==> config.mk <==
export PLATFORM = sky130hd
export DESIGN_NAME = stc_timing
export DESIGN_NICKNAME = d
export VERILOG_FILES = /design/src/core/stc_pkg.sv /design/src/core/stc_status_if.sv /design/src/core/stc_status_ser.sv /design/src/core/stc_tick_gen.sv /design/src/core/stc_timing.sv
export VERILOG_INCLUDE_DIRS = /design/src /design/src/core
export SDC_FILE = /design/constraint.sdc
export NUM_CORES = 1
export LEC_CHECK = 0
export BUFFER_PORTS_ARGS = -buffer_cell sky130_fd_sc_hd__buf_2
export CAP_MARGIN = 10
export CORE_ASPECT_RATIO = 1.25
export CORE_MARGIN = 2
export CORE_UTILIZATION = 55
export CTS_BUF_LIST = sky130_fd_sc_hd__clkbuf_2 sky130_fd_sc_hd__clkbuf_4 sky130_fd_sc_hd__clkbuf_8
export CTS_CLUSTER_SIZE = 12
export DETAILED_ROUTE_END_ITERATION = 8
export PLACE_DENSITY = 0.83
export REMOVE_ABC_BUFFERS = 1
export SLEW_MARGIN = 20
export SYNTH_ARGS = -nofsm -noshare
export SYNTH_HDL_FRONTEND = slang
export SYNTH_SLANG_ARGS = --single-unit
==> constraint.sdc <==
create_clock -name hclk -period 26.1 [get_ports hclk]
set_input_delay 1.305 -clock hclk [delete_from_list [all_inputs] [get_ports hclk]]
set_output_delay 1.305 -clock hclk [all_outputs]
set_load 0.01 [all_outputs]
==> src/core/stc_defines.svh <==
`ifndef STC_DEFINES_SVH
`define STC_DEFINES_SVH
// register byte offsets
`define STC_A_CTRL      8'h00
`define STC_A_LINE      8'h04
`define STC_A_COLS      8'h08
`define STC_A_ROWS      8'h0c
`define STC_A_FPER      8'h10
`define STC_A_EXPO      8'h14
`define STC_A_DELAY     8'h18
`define STC_A_FCNT      8'h1c
`define STC_A_STAT      8'h20
`define STC_A_FNUM      8'h24
`define STC_A_TSTAMP    8'h28
`define STC_A_USEC      8'h2c
// fields
`define STC_F_MODE      1:0
`define STC_F_ROLL      2
`define STC_F_EN        4:3
`define STC_F_POL       6:5
`define STC_F_SOFT      7
`define STC_F_CTRL      7:0
`define STC_F_COL_S     10:0
`define STC_F_COL_E     26:16
`define STC_F_HALF      15:0
// reset values
`define STC_RST_CTRL    8'h00
`define STC_RST_LINE    16'h0000
`define STC_RST_COL_S   11'h000
`define STC_RST_COL_E   11'h4ff
`define STC_RST_ROWS    16'h0400
`define STC_RST_FPER    32'h0000_0000
`define STC_RST_EXPO    32'h0000_0085
`define STC_RST_DELAY   32'h0000_0000
`define STC_RST_FCNT    16'h0001
// sensor and timing
`define STC_GRAN_SNAP   11'h00a
`define STC_GRAN_ROLL   11'h010
`define STC_LINE_GAP    16'h0002
`define STC_CLK_NS      10
`define STC_TICK_NS     15
`define STC_USEC_NS     1000
`define STC_STATUS_BITS 7'h41
`endif

==> src/core/stc_pkg.sv <==
`include "stc_defines.svh"
package stc_pkg;
  typedef enum logic [1:0] {
    STC_FREE   = 2'h0,
    STC_MULTI  = 2'h1,
    STC_SINGLE = 2'h2,
    STC_EXT    = 2'h3
  } stc_mode_t;
  typedef enum logic [5:0] {
    ST_IDLE   = 6'h01,
    ST_DELAY  = 6'h02,
    ST_EXPOSE = 6'h04,
    ST_LEAD   = 6'h08,
    ST_READ   = 6'h10,
    ST_GAP    = 6'h20
  } stc_state_t;
  function automatic logic [10:0] stc_gran(input logic roll);
    return roll ? `STC_GRAN_ROLL : `STC_GRAN_SNAP;
  endfunction
endpackage

==> src/core/stc_status_if.sv <==
`timescale 1ns/1ns
interface stc_status_if;
  logic        load;
  logic        trig;
  logic [31:0] fnum;
  logic [31:0] tstamp;
  logic        busy;
  logic        sbit;
  modport ctl (output load, trig, fnum, tstamp, input busy, sbit);
  modport ser (input load, trig, fnum, tstamp, output busy, sbit);
endinterface

==> src/core/stc_status_ser.sv <==
`timescale 1ns/1ns
`include "stc_defines.svh"
module stc_status_ser
  import stc_pkg::*;
(
  // clock and reset
  input  wire logic hclk,
  input  wire logic hresetn,
  // status word
  stc_status_if.ser st
);
  logic [64:0] sh;
  logic [6:0]  cnt;

  assign st.sbit = sh[64];
  assign st.busy = cnt != 7'h00;

  // flag, frame number, timestamp; both words msb first
  always_ff @(posedge hclk or negedge hresetn) begin
    if (!hresetn) begin
      sh  <= 65'h0;
      cnt <= 7'h00;
    end else if (st.load) begin
      sh  <= {st.trig, st.fnum, st.tstamp};
      cnt <= `STC_STATUS_BITS;
    end else if (cnt != 7'h00) begin
      sh  <= {sh[63:0], 1'b0};
      cnt <= cnt - 7'h01;
    end
  end

  a_status_first: assert property (@(posedge hclk)
    disable iff (!hresetn) st.load |=> st.busy && st.sbit == $past(st.trig))
    else $error("first status bit is not the trigger flag");
  a_status_fnum: assert property (@(posedge hclk)
    disable iff (!hresetn) st.load |-> ##2 st.sbit == $past(st.fnum[31], 2))
    else $error("frame number not sent msb first");
  a_status_end: assert property (@(posedge hclk)
    disable iff (!hresetn) (cnt == 7'h01 && !st.load) |=> !st.busy)
    else $error("status word does not end after last bit");
endmodule // stc_status_ser

==> src/core/stc_tick_gen.sv <==
`timescale 1ns/1ns
// fractional divider: NUM/DEN ticks per clock on average
module stc_tick_gen #(
  parameter int NUM = 10,
  parameter int DEN = 15
) (
  // clock and reset
  input  wire logic hclk,
  input  wire logic hresetn,
  // enable pulse
  output logic      tick
);
  logic [15:0] acc;
  logic [15:0] next_acc;

  assign next_acc = acc + 16'(NUM);
  assign tick     = next_acc >= 16'(DEN);

  always_ff @(posedge hclk or negedge hresetn) begin
    if (!hresetn) begin
      acc <= 16'h0000;
    end else if (tick) begin
      acc <= next_acc - 16'(DEN);
    end else begin
      acc <= next_acc;
    end
  end
endmodule // stc_tick_gen

==> src/core/stc_timing.sv <==
// The register offsets and the AHB-Lite interface to the registers were decided locally.
`timescale 1ns/1ns
`include "stc_defines.svh"
module stc_timing
  import stc_pkg::*;
(
  // clock and reset
  input  wire logic        hclk,
  input  wire logic        hresetn,
  // ahb-lite slave
  input  wire logic        hsel,
  input  wire logic [31:0] haddr,
  input  wire logic [1:0]  htrans,
  input  wire logic        hwrite,
  input  wire logic [2:0]  hsize,
  input  wire logic [31:0] hwdata,
  input  wire logic        hready,
  output logic             hreadyout,
  output logic             hresp,
  output logic [31:0]      hrdata,
  // trigger pins
  input  wire logic [1:0]  trig_pin,
  // frame wires and trigger outputs
  output logic             line_valid_wire,
  output logic             frame_valid_wire,
  output logic             expose_out,
  output logic             delay_out
);
  stc_status_if st ();

  logic [7:0]  ctrl;
  logic [15:0] line_per;
  logic [10:0] col_s;
  logic [10:0] col_e;
  logic [15:0] rows;
  logic [31:0] frame_per;
  logic [31:0] expo;
  logic [31:0] delay;
  logic [15:0] fcount;
  stc_mode_t   mode;
  logic        roll;

  stc_state_t  state;
  stc_state_t  next_state;
  logic        tick15;
  logic        tick_us;
  logic [31:0] usec;
  logic [31:0] fp_cnt;
  logic [31:0] exp_cnt;
  logic [31:0] dly_cnt;
  logic        dly_run;
  logic [15:0] frames_left;
  logic        pend;
  logic        trig_seen;
  logic [31:0] fnum;
  logic [31:0] ts_cap;
  logic [15:0] lcnt;
  logic [15:0] row;
  logic        fv;

  logic [1:0]  sync1;
  logic [1:0]  sync2;
  logic [1:0]  act;
  logic [1:0]  pin_en;
  logic [1:0]  pin_pol;
  logic        trig_lvl;
  logic        trig_prev;
  logic        trig_edge;
  logic        edge_mode;
  logic        acc_edge;
  logic        pend_set;
  logic        restart;
  logic        frame_go;
  logic [10:0] cols;
  logic [15:0] line_min;
  logic [15:0] line_eff;
  logic        line_end;
  logic        last_row;
  logic        dly_done;
  logic        exp_done;
  logic        gap_done;
  logic        rd_req;
  logic        wr_ph;
  logic [7:0]  wa;

  assign mode = stc_mode_t'(ctrl[`STC_F_MODE]);
  assign roll = ctrl[`STC_F_ROLL];

  // ahb-lite slave, zero wait states
  assign hreadyout = 1'b1;
  assign hresp     = 1'b0;
  assign rd_req    = hsel && hready && htrans[1] && !hwrite;

  always_ff @(posedge hclk or negedge hresetn) begin
    if (!hresetn) begin
      wr_ph <= 1'b0;
      wa    <= 8'h00;
    end else if (hready) begin
      wr_ph <= hsel && htrans[1] && hwrite;
      wa    <= haddr[7:0];
    end
  end

  always_ff @(posedge hclk or negedge hresetn) begin
    if (!hresetn) begin
      ctrl      <= `STC_RST_CTRL;
      line_per  <= `STC_RST_LINE;
      col_s     <= `STC_RST_COL_S;
      col_e     <= `STC_RST_COL_E;
      rows      <= `STC_RST_ROWS;
      frame_per <= `STC_RST_FPER;
      expo      <= `STC_RST_EXPO;
      delay     <= `STC_RST_DELAY;
      fcount    <= `STC_RST_FCNT;
    end else if (wr_ph) begin
      case (wa)
        `STC_A_CTRL:  ctrl      <= hwdata[`STC_F_CTRL];
        `STC_A_LINE:  line_per  <= hwdata[`STC_F_HALF];
        `STC_A_COLS: begin
          col_s <= hwdata[`STC_F_COL_S];
          col_e <= hwdata[`STC_F_COL_E];
        end
        `STC_A_ROWS:  rows      <= hwdata[`STC_F_HALF];
        `STC_A_FPER:  frame_per <= hwdata;
        `STC_A_EXPO:  expo      <= hwdata;
        `STC_A_DELAY: delay     <= hwdata;
        `STC_A_FCNT:  fcount    <= hwdata[`STC_F_HALF];
        default: ;
      endcase
    end
  end

  // read data captured in the address phase
  always_ff @(posedge hclk or negedge hresetn) begin
    if (!hresetn) begin
      hrdata <= 32'h0000_0000;
    end else if (rd_req) begin
      case (haddr[7:0])
        `STC_A_CTRL:   hrdata <= {24'h0, ctrl};
        `STC_A_LINE:   hrdata <= {16'h0, line_per};
        `STC_A_COLS:   hrdata <= {5'h0, col_e, 5'h0, col_s};
        `STC_A_ROWS:   hrdata <= {16'h0, rows};
        `STC_A_FPER:   hrdata <= frame_per;
        `STC_A_EXPO:   hrdata <= expo;
        `STC_A_DELAY:  hrdata <= delay;
        `STC_A_FCNT:   hrdata <= {16'h0, fcount};
        `STC_A_STAT:   hrdata <= {frames_left, 5'h0, fv,
                                  trig_seen, pend, 2'h0, state};
        `STC_A_FNUM:   hrdata <= fnum;
        `STC_A_TSTAMP: hrdata <= ts_cap;
        `STC_A_USEC:   hrdata <= usec;
        default:       hrdata <= 32'h0000_0000;
      endcase
    end
  end

  // trigger sources: two-flop sync, then enable and polarity
  assign pin_en  = ctrl[`STC_F_EN];
  assign pin_pol = ctrl[`STC_F_POL];

  genvar gi;
  generate
    for (gi = 0; gi < 2; gi++) begin : g_trig
      always_ff @(posedge hclk or negedge hresetn) begin
        if (!hresetn) begin
          sync1[gi] <= 1'b0;
          sync2[gi] <= 1'b0;
        end else begin
          sync1[gi] <= trig_pin[gi];
          sync2[gi] <= sync1[gi];
        end
      end
      assign act[gi] = pin_en[gi] &&
                       (sync2[gi] == pin_pol[gi]);
    end
  endgenerate

  // software trigger is a level so it also drives external exposure
  assign trig_lvl  = |act || ctrl[`STC_F_SOFT];
  assign trig_edge = trig_lvl && !trig_prev;

  always_ff @(posedge hclk or negedge hresetn) begin
    if (!hresetn) begin
      trig_prev <= 1'b0;
    end else begin
      trig_prev <= trig_lvl;
    end
  end

  // 15 ns and 1 us enables from the 10 ns clock
  stc_tick_gen #(.NUM(`STC_CLK_NS), .DEN(`STC_TICK_NS)) u_tick15 (
    .hclk    (hclk),
    .hresetn (hresetn),
    .tick    (tick15)
  );
  stc_tick_gen #(.NUM(`STC_CLK_NS), .DEN(`STC_USEC_NS)) u_tick_us (
    .hclk    (hclk),
    .hresetn (hresetn),
    .tick    (tick_us)
  );

  always_ff @(posedge hclk or negedge hresetn) begin
    if (!hresetn) begin
      usec <= 32'h0000_0000;
    end else if (tick_us) begin
      usec <= usec + 32'h0000_0001;
    end
  end

  // line geometry: whole granules covering first and last roi pixel
  always_comb begin
    logic [10:0] g;
    logic [10:0] first;
    logic [10:0] last;
    g        = stc_gran(roll);
    first    = col_s - (col_s % g);
    last     = col_e - (col_e % g) + g - 11'h001;
    cols     = last - first + 11'h001;
    line_min = {5'h0, cols} + `STC_LINE_GAP;
    line_eff = (line_per > line_min) ? line_per : line_min;
  end

  assign edge_mode = (mode == STC_MULTI) || (mode == STC_SINGLE);
  assign acc_edge  = trig_edge && edge_mode;
  assign dly_done  = dly_cnt >= delay;
  assign exp_done  = (mode == STC_EXT) ? !trig_lvl
                                       : exp_cnt >= expo;
  assign gap_done  = fp_cnt >= frame_per;
  // >= so a line period shortened mid-line still ends that line
  assign line_end  = lcnt >= line_eff - 16'h0001;
  assign last_row  = row >= rows - 16'h0001;
  assign frame_go  = state != ST_EXPOSE && next_state == ST_EXPOSE;
  // pending trigger restarts a sequence once the current one ends
  assign restart   = state == ST_GAP && gap_done && mode != STC_FREE &&
                     frames_left <= 16'h0001 && pend;
  assign pend_set  = trig_edge && ((mode == STC_EXT) ? state == ST_READ
                     : edge_mode && state != ST_IDLE &&
                       state != ST_DELAY);

  always_comb begin
    next_state = state;
    case (state)
      ST_IDLE: begin
        if (mode == STC_FREE) begin
          next_state = ST_EXPOSE;
        end else if (mode == STC_EXT && trig_edge) begin
          next_state = ST_EXPOSE;
        end else if (acc_edge) begin
          next_state = ST_DELAY;
        end
      end
      ST_DELAY: begin
        if (dly_done) begin
          next_state = ST_EXPOSE;
        end
      end
      ST_EXPOSE: begin
        if (exp_done) begin
          next_state = ST_LEAD;
        end
      end
      ST_LEAD: next_state = ST_READ;
      ST_READ: begin
        if (line_end && last_row) begin
          if (mode != STC_EXT) begin
            next_state = ST_GAP;
          end else if (pend && trig_lvl) begin
            next_state = ST_EXPOSE;
          end else begin
            next_state = ST_IDLE;
          end
        end
      end
      ST_GAP: begin
        if (gap_done) begin
          if (mode == STC_FREE || frames_left > 16'h0001) begin
            next_state = ST_EXPOSE;
          end else if (pend) begin
            next_state = dly_done ? ST_EXPOSE : ST_DELAY;
          end else begin
            next_state = ST_IDLE;
          end
        end
      end
      default: next_state = ST_IDLE;
    endcase
  end

  always_ff @(posedge hclk or negedge hresetn) begin
    if (!hresetn) begin
      state <= ST_IDLE;
    end else begin
      state <= next_state;
    end
  end

  // set wins over consumption
  always_ff @(posedge hclk or negedge hresetn) begin
    if (!hresetn) begin
      pend <= 1'b0;
    end else if (pend_set) begin
      pend <= 1'b1;
    end else if (restart || (state == ST_READ && next_state != ST_READ)
                 && mode == STC_EXT) begin
      pend <= 1'b0;
    end
  end

  always_ff @(posedge hclk or negedge hresetn) begin
    if (!hresetn) begin
      frames_left <= 16'h0000;
    end else if ((state == ST_IDLE && acc_edge) || restart) begin
      frames_left <= (mode == STC_SINGLE) ? 16'h0001 : fcount;
    end else if (state == ST_GAP && gap_done && frames_left > 16'h0001) begin
      frames_left <= frames_left - 16'h0001;
    end
  end

  // delay runs from the accepted edge, even during a busy readout
  always_ff @(posedge hclk or negedge hresetn) begin
    if (!hresetn) begin
      dly_run <= 1'b0;
      dly_cnt <= 32'h0000_0000;
    end else if ((state == ST_IDLE && acc_edge) ||
                 (pend_set && edge_mode)) begin
      dly_run <= 1'b1;
      dly_cnt <= 32'h0000_0000;
    end else if (frame_go) begin
      dly_run <= 1'b0;
    end else if (dly_run && tick15 && !dly_done) begin
      dly_cnt <= dly_cnt + 32'h0000_0001;
    end
  end

  // frame period and exposure both measured from exposure start
  always_ff @(posedge hclk or negedge hresetn) begin
    if (!hresetn) begin
      fp_cnt  <= 32'h0000_0000;
      exp_cnt <= 32'h0000_0000;
    end else if (frame_go) begin
      fp_cnt  <= 32'h0000_0000;
      exp_cnt <= 32'h0000_0000;
    end else if (tick15) begin
      fp_cnt  <= fp_cnt + 32'h0000_0001;
      if (state == ST_EXPOSE) begin
        exp_cnt <= exp_cnt + 32'h0000_0001;
      end
    end
  end

  always_ff @(posedge hclk or negedge hresetn) begin
    if (!hresetn) begin
      ts_cap <= 32'h0000_0000;
    end else if (state == ST_EXPOSE && next_state != ST_EXPOSE) begin
      ts_cap <= usec;
    end
  end

  // line and row counters during readout
  always_ff @(posedge hclk or negedge hresetn) begin
    if (!hresetn) begin
      lcnt <= 16'h0000;
      row  <= 16'h0000;
    end else if (state != ST_READ) begin
      lcnt <= 16'h0000;
      row  <= 16'h0000;
    end else if (line_end) begin
      lcnt <= 16'h0000;
      row  <= row + 16'h0001;
    end else begin
      lcnt <= lcnt + 16'h0001;
    end
  end

  always_ff @(posedge hclk or negedge hresetn) begin
    if (!hresetn) begin
      fv <= 1'b0;
    end else begin
      fv <= next_state == ST_LEAD || next_state == ST_READ;
    end
  end

  // status word loads as line valid rises on row 0
  assign st.load   = state == ST_READ && row == 16'h0000 &&
                     lcnt == 16'h0000;
  assign st.trig   = trig_seen;
  assign st.fnum   = fnum;
  assign st.tstamp = ts_cap;

  always_ff @(posedge hclk or negedge hresetn) begin
    if (!hresetn) begin
      trig_seen <= 1'b0;
      fnum      <= 32'h0000_0000;
    end else begin
      if (trig_edge) begin
        trig_seen <= 1'b1;
      end else if (st.load) begin
        trig_seen <= 1'b0;
      end
      if (st.load) begin
        fnum <= fnum + 32'h0000_0001;
      end
    end
  end

  stc_status_ser u_ser (
    .hclk    (hclk),
    .hresetn (hresetn),
    .st      (st)
  );

  assign line_valid_wire  = state == ST_READ &&
                            lcnt < {5'h0, cols};
  assign frame_valid_wire = st.busy ? st.sbit : fv;
  assign expose_out       = state == ST_EXPOSE;
  assign delay_out        = state == ST_DELAY;

  a_fv_leads_lv: assert property (@(posedge hclk)
    disable iff (!hresetn) $rose(line_valid_wire) |-> $past(fv))
    else $error("frame valid did not lead line valid");
  a_cols_gran: assert property (@(posedge hclk)
    disable iff (!hresetn)
    $rose(line_valid_wire) |-> (cols % stc_gran(roll)) == 11'h000)
    else $error("column count not a whole granule");
  a_line_pad: assert property (@(posedge hclk)
    disable iff (!hresetn) (state == ST_READ && line_end) |->
      lcnt + 16'h0001 >= line_min && lcnt + 16'h0001 >= line_per)
    else $error("line shorter than programmed period");
  a_ts_capture: assert property (@(posedge hclk)
    disable iff (!hresetn) $fell(expose_out) |-> ts_cap == $past(usec))
    else $error("timestamp not taken at end of exposure");
  a_free_ignores: assert property (@(posedge hclk)
    disable iff (!hresetn)
    mode == STC_FREE && $past(mode == STC_FREE) |-> state != ST_DELAY)
    else $error("free running entered trigger delay");
  a_ext_expose: assert property (@(posedge hclk)
    disable iff (!hresetn) (mode == STC_EXT && state == ST_EXPOSE &&
      !trig_lvl) |=> state == ST_LEAD)
    else $error("external exposure outlasted trigger");
  a_gap_period: assert property (@(posedge hclk)
    disable iff (!hresetn)
    (state == ST_GAP && next_state == ST_EXPOSE) |-> fp_cnt >= frame_per)
    else $error("frame started before frame period");
  a_pend_keeps: assert property (@(posedge hclk)
    disable iff (!hresetn) pend_set |=> pend)
    else $error("trigger during busy frame was lost");
endmodule // stc_timing

---- After elaboration in Yosys (flattened, before gate mapping) ----
Cells that the tools add are included.
W data, S select, Z words.
cells by class
  div/mod/pow operators ................... 2
  equal/unequal tests ..................... 40
  reductions and logical operators ........ 69
  magnitude comparators ................... 11
  add/sub/neg operators ................... 22
  multiplexer cells ....................... 46
operators with widths
  kind                     number
  $pmux W32 S12            1
  $mux W32                 8
  $add A32 B1 Y32 const B  5
  $mux W16                 10
  $mux W65                 2
  $ge A32 B32 Y1           3
  $eq A8 B5 Y1 const B     8
  $mux W6                  8
  $sub A16 B1 Y16 const B  3
  $pmux W6 S6              1
  $sub A11 B11 Y11         3
  $add A16 B1 Y16 const B  2
  $add A16 B4 Y16 const B  2
  $eq A8 B4 Y1 const B     4
  $eq A8 B6 Y1 const B     4
  $ge A16 B16 Y1           2
  $logic_not A16 Y1        2
  $logic_and A1 B1 Y1      31
  $mod A11 B11 Y11         2
  $reduce_and A2 Y1        10
  $reduce_bool A2 Y1       10
  $eq A8 B3 Y1 const B     2
  $ge A16 B10 Y1 const B   1
  $ge A16 B4 Y1 const B    1
  36 further kinds         65
storage, ports and cells
  word-level logic and storage cells ...... 225
  flip-flop bits (word level) ............. 574
  output and inout port bits .............. 38

---- Logic depth before layout (Yosys ltp) ----
Gate-level depths: netlist of the first run.
  depth after elaboration ................. 21
  depth in mapped cells ................... 125

---- Modules after synthesis ----
From an unflattened synthesis of the first run, not the netlist that was laid out.
unflattened totals
  cell total of the unflattened synthesis .. 4076
  area total of the unflattened synthesis .. 38189.1 um^2
modules (own cells, without submodules)
  module                     cells each  times used  area each (um^2)
  stc_timing                 3389        1           31874.3
  stc_status_ser             405         1           3646.0
  stc_tick_gen at u_tick15   146         1           1353.8
  stc_tick_gen at u_tick_us  136         1           1315.0

---- Least setup slack after synthesis of the first run ----
OpenSTA, ideal clock, no wires.
  path kind ............................... reg-to-reg
  start point ............................. register ctrl[2]
  end point ............................... register dly_cnt[29]
  buffers on the path ..................... 7
  setup slack ............................. 1.006 ns
  clock period less this slack ............ 25.094 ns
  stages on the path, launching flop included .. 117
  required time ........................... 26.022 ns
  data arrival time ....................... 25.016 ns
  library setup time ...................... 0.078 ns
  cells stage by stage .................... dfrtp_1 -> clkbuf_1 -> inv_1 -> ha_1 -> and2_1 -> a221oi_1 -> o211ai_1 -> mux2i_1 -> inv_1 -> ha_1 -> nand3_1 -> a221oi_1 -> a31oi_1 -> nand3_1 -> nor2_1 -> a21oi_1 -> ha_1 -> buf_1 -> [81 not listed] -> a21o_1 -> a21o_1 -> a21o_1 -> a21o_1 -> a21o_1 -> a21o_1 -> a21o_1 -> a21o_1 -> a21o_1 -> a21o_1 -> a21oi_1 -> nor2_1 -> a21oi_1 -> a21boi_1 -> a21oi_1 -> clkbuf_1 -> or4_1 -> a21oi_1
on the way
  cells in the longest elaborated chain, start to end .. 19
  elaborated cells between the ends (all ways) .. 21
  those cells by class .................... 8 x add/sub; 2 x div; 2 x order compare; 2 x eq/ne; 4 x mux; 3 x reduce/logical
RTL lines
  item                                    line               text
  start: declaration                      stc_timing.sv:31   logic [7:0] ctrl;
  start signal: assignment                stc_timing.sv:106  ctrl <= `STC_RST_CTRL;
  start signal: assignment                stc_timing.sv:117  `STC_A_CTRL: ctrl <= hwdata[`STC_F_CTRL];
  $mux W5 (no source line) (*)            n/a
  $mod A11 B11 Y11                        stc_timing.sv:217  last = col_e - (col_e % g) + g - 11'h001;
  $sub A11 B11 Y11                        stc_timing.sv:217
  $add A11 B5 Y11                         stc_timing.sv:217
  $sub A11 B1 Y11                         stc_timing.sv:217
  $sub A11 B11 Y11 (*)                    stc_timing.sv:218  cols = last - first + 11'h001;
  $add A11 B1 Y11 (*)                     stc_timing.sv:218
  $add A11 B2 Y12 (no source line) (*)    n/a
  [3 not listed]                          n/a
  $ge A16 B16 Y1 (*)                      stc_timing.sv:230  assign line_end = lcnt >= line_eff - 16'h0001;
  $logic_and A1 B1 Y1 (*)                 stc_timing.sv:264  if (line_end && last_row) begin
  $mux W6 (*)                             stc_timing.sv:264
  $pmux W6 S6 (*)                         stc_timing.sv:242  case (state)
  $eq A6 B3 Y1 (*)                        stc_timing.sv:232  assign frame_go = state != ST_EXPOSE && next_state == ST_EXPOSE;
  $logic_and A1 B1 Y1 (*)                 stc_timing.sv:232
  $ne A2 B1 Y1 (no source line) (*)       n/a
  $reduce_and A2 Y1 (no source line) (*)  n/a
  end signal: assignment                  stc_timing.sv:331  dly_cnt <= dly_cnt + 32'h0000_0001;
  end: declaration                        stc_timing.sv:50   logic [31:0] dly_cnt;
Mark *: on every way between the ends. The rest lies on a longest branch, timed or not.
A chain may end at the register's enable or synchronous reset.

---- Worst setup path in the final report of the first run ----
  start point ............................. register col_e[2]
  end point ............................... register dly_cnt[12]
on the way
  cells in the longest elaborated chain, start to end .. 18
RTL lines
  item                                    line               text
  start: declaration                      stc_timing.sv:34   logic [10:0] col_e;
  start signal: assignment                stc_timing.sv:109  col_e <= `STC_RST_COL_E;
  start signal: assignment                stc_timing.sv:121  col_e <= hwdata[`STC_F_COL_E];
  $mod A11 B11 Y11                        stc_timing.sv:217
  $sub A11 B11 Y11 (*)                    stc_timing.sv:217
  $add A11 B5 Y11 (*)                     stc_timing.sv:217
  $sub A11 B1 Y11 (*)                     stc_timing.sv:217
  $sub A11 B11 Y11 (*)                    stc_timing.sv:218
  $add A11 B1 Y11 (*)                     stc_timing.sv:218
  $add A11 B2 Y12 (no source line) (*)    n/a
  $gt A16 B12 Y1                          stc_timing.sv:220  line_eff = (line_per > line_min) ? line_per : line_min;
  [2 not listed]                          n/a
  $ge A16 B16 Y1 (*)                      stc_timing.sv:230
  $logic_and A1 B1 Y1 (*)                 stc_timing.sv:264
  $mux W6 (*)                             stc_timing.sv:264
  $pmux W6 S6 (*)                         stc_timing.sv:242
  $eq A6 B3 Y1 (*)                        stc_timing.sv:232
  $logic_and A1 B1 Y1 (*)                 stc_timing.sv:232
  $ne A2 B1 Y1 (no source line) (*)       n/a
  $reduce_and A2 Y1 (no source line) (*)  n/a
Marked as above.

==> metrics.md, run 1 <==
| Metric | Value |
|---|---|
| Fill cells | `between 5k and 6k` |
| Initial antenna violation count | `10` |
| Hold Path Depth | `0` |
| GRT Total Usage | `between 30% and 40%` |
| Slew Limit Fails | `0` |
| Crit path top cell by count | `a21o_1` |
| Crit path DAT | `25.49 ns` |
| DP HPWL | `roughly 81 mm` |
| Die Y | `between 200 and 300 um` |
| CP top delay family | `compound AO/OA/AOI/OAI gates` |
| # IOs | `114` |
| Drt pass-1 iters | `6` |
| Final hold vios | `0` |
| Die Wd | `238 um` |
| Die area | `roughly 71000 sq um` |
| MaxCap Viol Count | `0` |
| Worst Hold Launch | `sync1[1]` |
| Initial Util | `about 55%` |
| #FFs+latches synth | `573` |
| Syn Area/Cell | `9.52 sq um` |
| Via density | `6.45` |
| Status | `complete, no violations` |
| WP depth | `115` |
| R2r startpoint | `col_e[2]` |
| Area grow syn2layout | `9.94%` |
| Max-slew headroom | `around 25%` |
| Clk sinks | `573` |
| CP bufs+invs | `12` |
| Port Buf Inserts | `83` |
| Largest net degree at the start of global routing | `around 190` |
| CP Class | `reg -> reg` |
| Synth warn | `0` |
| Final period util | `a little over nine tenths` |
| Max Freq | `about 40 MHz` |
| FF/Latch Area | `approximately 14000 sq um` |
| Wire per inst | `22.5 um` |
| Placed cell areas | `slightly below 40000 sq um` |
| Hold/Removal Path Class | `reg -> reg` |
| Cells on worst reg2reg path | `between 100 and 150` |
| Post-DRT Antenna Nets | `0` |
| Worst-Skew Late Latency | `0.73 ns` |
| Crit path max fanout | `21` |
| Crit. Startpoint | `col_e[2]` |
| Final Wtd Congestion | `0.962` |
| CTS Hold Bufs | `0` |
| Clock root cell | `clkbuf_8` |
| Layout cell share with drive strength beyond 1 | `15.6%` |
| CTS Buffer Depth | `3` |
| Vias after detailed routing | `between 30k and 40k` |
| Worst Max-Slew Pin Slew | `about 1.1 ns` |
| Post-Syn Area | `around 38000 sq um` |
| CP max stage delay | `between 0.6 and 0.7 ns` |
| Worst path slowest cell | `or4_4` |
| Synth async-reset ratio | `100%` |
| Ys flop type | `dfrtp_1` |
| Clock Skews | `0.0474 ns` |
| Worst-path clk slew | `roughly 0.070 ns` |
| Sequential-to-total area share from yosys stat | `38.1%` |
| WL final | `between 100 and 150 mm` |
| Htree depth | `3` |
| Worst setup SP type | `flip-flop` |
| Design area | `41500 sq um` |
| Worst EP required | `around 27 ns` |
| Total congestion overflow | `0` |
| Remaining DRCs | `0` |
| Post-synth EDFFs | `0` |
| Nets | `4395` |
| First-pass GRT wire length | `175 mm` |
| Yosys cell types | `roughly 110` |
| Clock buffer count from CTS | `90` |
| Syn Inst Count | `about 4k` |
| TritonCTS clock tree | `yes` |
| Core area | `~70000 sq um` |
| Rows | `107` |
| Multi-input logic area | `around 22000 sq um` |
| Initial DRC Count | `around 3.0k` |
| Final setup viols | `0` |
| Worst Setup End Kind | `flip-flop` |
| Min Tclk post-route | `~25 ns` |
| Vias in the first global route | `31.6k` |
flip-flops by register name (all words and copies together) (netlist names), 32 cells and up:
register	flops
delay	32
expo	32
exp_cnt	32
st.tstamp	32
usec	32
frame_per	32
fnum	32
fp_cnt	32
u_ser.sh	65
dly_cnt	32
hrdata	32
logic make-up after synthesis:
kind of cell             share of synthesized area (%)
buffers and inverters                             3.82
AO/OA/AOI/OAI                                     15.8
multiplexers                                      8.86
other                                           0.0199
adder cells (fa/ha/maj)                           9.31
XOR/XNOR                                          7.15
AND/OR/NAND/NOR                                   17.0
flip-flops                                        38.1
worst paths after layout:
| check | end | slack [ns] |
|---|---|---|
| min reg2reg | sync2[1] | 0.34 |
| max in group asynchronous | u_tick15.acc[4] | 23.14 |
| max | dly_cnt[12] | 1.22 |
| min | sync2[1] | 0.34 |
| max reg2reg | dly_cnt[12] | 1.22 |
| min in group asynchronous | u_tick_us.acc[9] | 0.57 |
metal layers:
metal / global-route usage [%] / vias to the layer above / wire length (um)
met5: 0 / - / 85
met4: 24.7 / 16 / 10500
met3: 6.36 / 493 / 8630
met2: 50.9 / 1459 / 52000
met1: 36.7 / 15800 / 41400
li1: - / 14500 / -
through the flow:
| step | instances | worst slack [ns] | util, % | setup TNS, ns | hold WS, ns |
|---|---|---|---|---|---|
| after floorplan | 3812 | 0.0798 | - | 0 | 0.331 |
| after global placement | 4826 | 0.563 | 57.6 | 0 | 0.331 |
| after detailed placement | 4826 | 0.119 | 57.6 | 0 | 0.336 |
| after CTS | 4991 | 0.00136 | 60.6 | 0 | 0.352 |
| after global routing | 5000 | -0.0904 | 60.9 | -0.731 | 0.343 |
| final | 5003 | 1.22 | 61.0 | 0 | 0.339 |
Yosys cell counts, types with 10 or more instances:
cell / instances / area (sq um)
a211oi_1: 24 / 180
fa_1: 22 / 440
nand3b_1: 30 / 225
o21a_1: 15 / 113
xor2_1: 122 / 1070
or2_2: 21 / 131
o31a_1: 13 / 114
nor4_1: 33 / 206
and4_1: 18 / 158
nand4_1: 59 / 369
and3_1: 62 / 388
nor2b_1: 16 / 100
nand2b_1: 36 / 225
a211o_1: 10 / 87.6
a21o_1: 89 / 668
a21boi_0: 11 / 82.6
a22o_1: 42 / 368
a222oi_1: 10 / 100
nor2_1: 306 / 1150
clkbuf_1: 123 / 462
xnor2_1: 186 / 1630
mux2_2: 204 / 2300
or4_1: 21 / 158
dfrtp_1: 558 / 14000
buf_1: 15 / 56.3
nand2_1: 322 / 1210
mux2i_1: 101 / 1010
o31ai_1: 19 / 143
and2_1: 37 / 231
a31oi_1: 26 / 163
a22oi_1: 72 / 541
ha_1: 243 / 3040
inv_1: 223 / 837
dfstp_2: 15 / 394
o21bai_1: 12 / 90.1
a221oi_1: 36 / 315
nor3_1: 72 / 360
or3_1: 41 / 257
nand3_1: 136 / 681
o211ai_1: 13 / 97.6
o21ai_0: 201 / 1010
nor3b_1: 15 / 113
a21oi_1: 154 / 771
cells in the final DEF, fill, tap and decap left out, drive strengths merged, types with 150 or more instances in the layout:
cell   count
nor2     306
buf      150
mux2     205
o21ai    208
nand2    323
xnor2    186
a21oi    154
ha       243
dfrtp    558
inv      227
area by class of cell:
class,count,area share [%]
clock buffer,148,4.52
inverter,223,2.02
sequential,573,34.6
antenna,4,0.0241
tap,872,2.63
timing repair buffer,150,2.35
clock inverter,17,0.438
multi-input combinational,3016,53.4
timing repair:
item / in CTS / in global routing
resized for setup: 0 / 35
buffers inserted: 0 / 7
endpoints found under the setup margin: 0 / 136
Power of run 1 is left out: the tool's default activity adds up to more than one toggle a clock period on the data nets, which glitch-free logic cannot reach.
==> run 2: changes to the inputs <==
Settings changed: CORE_ASPECT_RATIO 1.25 to default, CORE_UTILIZATION 55 to 40, PLACE_DENSITY 0.83 to 0.65.
==> run 2 against run 1 <==
Effect of this change:
- routed wire length shrank 0.68%
- global-route usage shrank 8.9 points
- non-clock buffer count grew 3
- highest routed layer is now met4
- worst hold slack gained 0.0095 ns
- first-iteration DRC count shrank 0.23%
==> metrics.md, run 2 (synthesized netlist as in run 1, its figures left out) <==
| Metric | Value |
|---|---|
| Worst-Skew Late Latency | `0.77 ns (+0.04 ns)` |
| Nets | `4405 (+0.23%)` |
| Max-slew headroom | `18.8% (-6.3 points)` |
| Final hold vios | `0 (unchanged)` |
| Initial DRC Count | `2986 (-0.23%)` |
| CTS Buffer Depth | `3 (unchanged)` |
| Design area | `42100 sq um (+1.6%)` |
| Max reg flops | `65 (unchanged)` |
| Worst setup SP type | `flip-flop` |
| First-pass GRT wire length | `173 mm (-0.97%)` |
| Crit path max fanout | `10 (-52%)` |
| Via density | `5.72 (-11%)` |
| Drt pass-1 iters | `6 (unchanged)` |
| FF/Latch Area | `14400 sq um (unchanged)` |
| Total congestion overflow | `0 (unchanged)` |
| Final period util | `94.3% (-1.1 points)` |
| Final setup viols | `0 (unchanged)` |
| Rows | `112 (+4.7%)` |
| Placed Instances | `5210 (+8.0%)` |
| R2r startpoint | `col_e[3]` |
| Worst path slowest cell | `or4_4` |
| MaxCap Viol Count | `0 (unchanged)` |
| Port Buf Inserts | `83 (unchanged)` |
| Status | `complete, no violations` |
| Vias in the first global route | `29.7k (-6.2%)` |
| Commonest non-fill, non-tap cell in the layout | `dfrtp_1` |
| Die Y | `311 um (+4.8%)` |
| Largest Register | `u_ser.sh` |
| Crit path DAT | `25.24 ns (-0.25 ns)` |
| Fill cells | `9037 (+66%)` |
| Clock buffer count from CTS | `97 (+7.8%)` |
| CP Class | `reg -> reg` |
| Wire per inst | `20.7 um (-8.0%)` |
| Vias after detailed routing | `30.9k (-4.4%)` |
| Min Tclk post-route | `24.60 ns (-0.277 ns)` |
| Die area | `96700 sq um (+37%)` |
| Multi-input logic area | `22200 sq um (+0.14%)` |
| CTS Hold Bufs | `0 (unchanged)` |
| Layout cell share with drive strength beyond 1 | `16.0% (+0.47 points)` |
| Non-filler instance count after layout | `5400 (+7.9%)` |
| Worst EP required | `26.74 ns (+0.03 ns)` |
| Worst-path clk slew | `0.07 ns (about the same)` |
| Initial Util | `40.4% (-15 points)` |
| Crit path top cell by count | `a21o_1` |
| Hold/Removal Path Class | `reg -> reg` |
| Area grow syn2layout | `11.7%` |
| Worst Max-Slew Pin Slew | `1.21 ns (+0.0825 ns)` |
| Worst Setup End Kind | `flip-flop` |
| Htree depth | `3 (unchanged)` |
| Final Wtd Congestion | `0.913 (-5.1%)` |
| GRT Total Usage | `22.7% (-8.9 points)` |
| Commonest cells after routing, fill and taps aside | `dfrtp_1, nand2_1, nor2_1, ha_1, inv_1` |
| Largest net degree at the start of global routing | `162 (-13%)` |
| Post-DRT Antenna Nets | `0 (unchanged)` |
| CP max stage delay | `0.62 ns (about the same)` |
| Clk sinks | `573 (unchanged)` |
| Remaining DRCs | `0 (unchanged)` |
| Setup TNS | `0 ns (unchanged)` |
| # IOs | `114 (unchanged)` |
| Crit. Startpoint | `col_e[3]` |
| TritonCTS clock tree | `yes` |
| Clock root cell | `clkbuf_8` |
| Core area | `93300 sq um (+37%)` |
| Initial antenna violation count | `3 (-7)` |
| DP HPWL | `81.7 mm (+0.56%)` |
| Die Wd | `311 um (+31%)` |
| Clock Skews | `0.0747 ns (+0.0273 ns)` |
| WL final | `112 mm (-0.68%)` |
| Placed cell areas | `39600 sq um (+1.3%)` |
| Max Freq | `40.6 MHz (+1.1%)` |
| Slew Limit Fails | `0 (unchanged)` |
| Worst Hold Launch | `sync1[0]` |
-- run 2: routing by layer --
layer | vias to the layer above | part of all wire, % | track usage, %
li1 | 14600 | - | -
met1 | 15200 | 43 | 30.4
met2 | 947 | 46 | 36.6
met3 | 196 | 6.4 | 3.51
met4 | 0 | 3.9 | 9.15
met5 | - | 0 | 0
-- run 2: path summary, 6_finish.rpt --
path	to	slack [ns]	cells after the start
max in group asynchronous	u_ser.sh[46]	23.89	2
hold / removal	sync2[0]	0.35	0
hold reg to reg	sync2[0]	0.35	0
min in group asynchronous	lcnt[2]	0.58	1
setup / recovery	dly_cnt[29]	1.50	114
setup reg to reg	dly_cnt[29]	1.50	114
-- run 2: per-stage QoR --
| stage | util (%) | hold slack [ns] | worst slack (ns) |
|---|---|---|---|
| after detailed placement | 42.5 | 0.336 | 0.173 |
| after global placement | 42.5 | 0.334 | 0.543 |
| after CTS | 44.8 | 0.350 | 0.0380 |
| final | 45.1 | 0.348 | 1.50 |
| after global routing | 45.1 | 0.350 | -0.00224 |
| after floorplan | - | 0.331 | 0.0798 |
-- run 2: repair_timing --
action,in CTS,in global routing
setup buffers,0,9
resized for setup,0,45
endpoints found under the setup margin,0,136
-- run 2: area by class of cell --
| type | instances | share of cell area [%] |
|---|---|---|
| timing repair buffer | 153 | 2.34 |
| clock buffer | 157 | 4.63 |
| inverter | 223 | 1.99 |
| multi-input combinational | 3016 | 52.6 |
| tap | 1254 | 3.73 |
| antenna | 2 | 0.0119 |
| clock inverter | 22 | 0.579 |
| sequential | 573 | 34.1 |
-- run 2: worst max-delay path, delay by kind of cell (launching register included) --
| kind | cells | cell delay (ns) |
|---|---|---|
| AO/OA/AOI/OAI | 43 | 8.07 |
| AND/OR/NAND/NOR | 37 | 7.47 |
| adder cells (fa/ha/maj) | 15 | 5.22 |
| buffers and inverters | 10 | 1.20 |
| multiplexers | 3 | 1.06 |
| XOR/XNOR | 6 | 0.95 |
| flip-flops | 1 | 0.44 |
Power of run 2 is left out for the same reason.
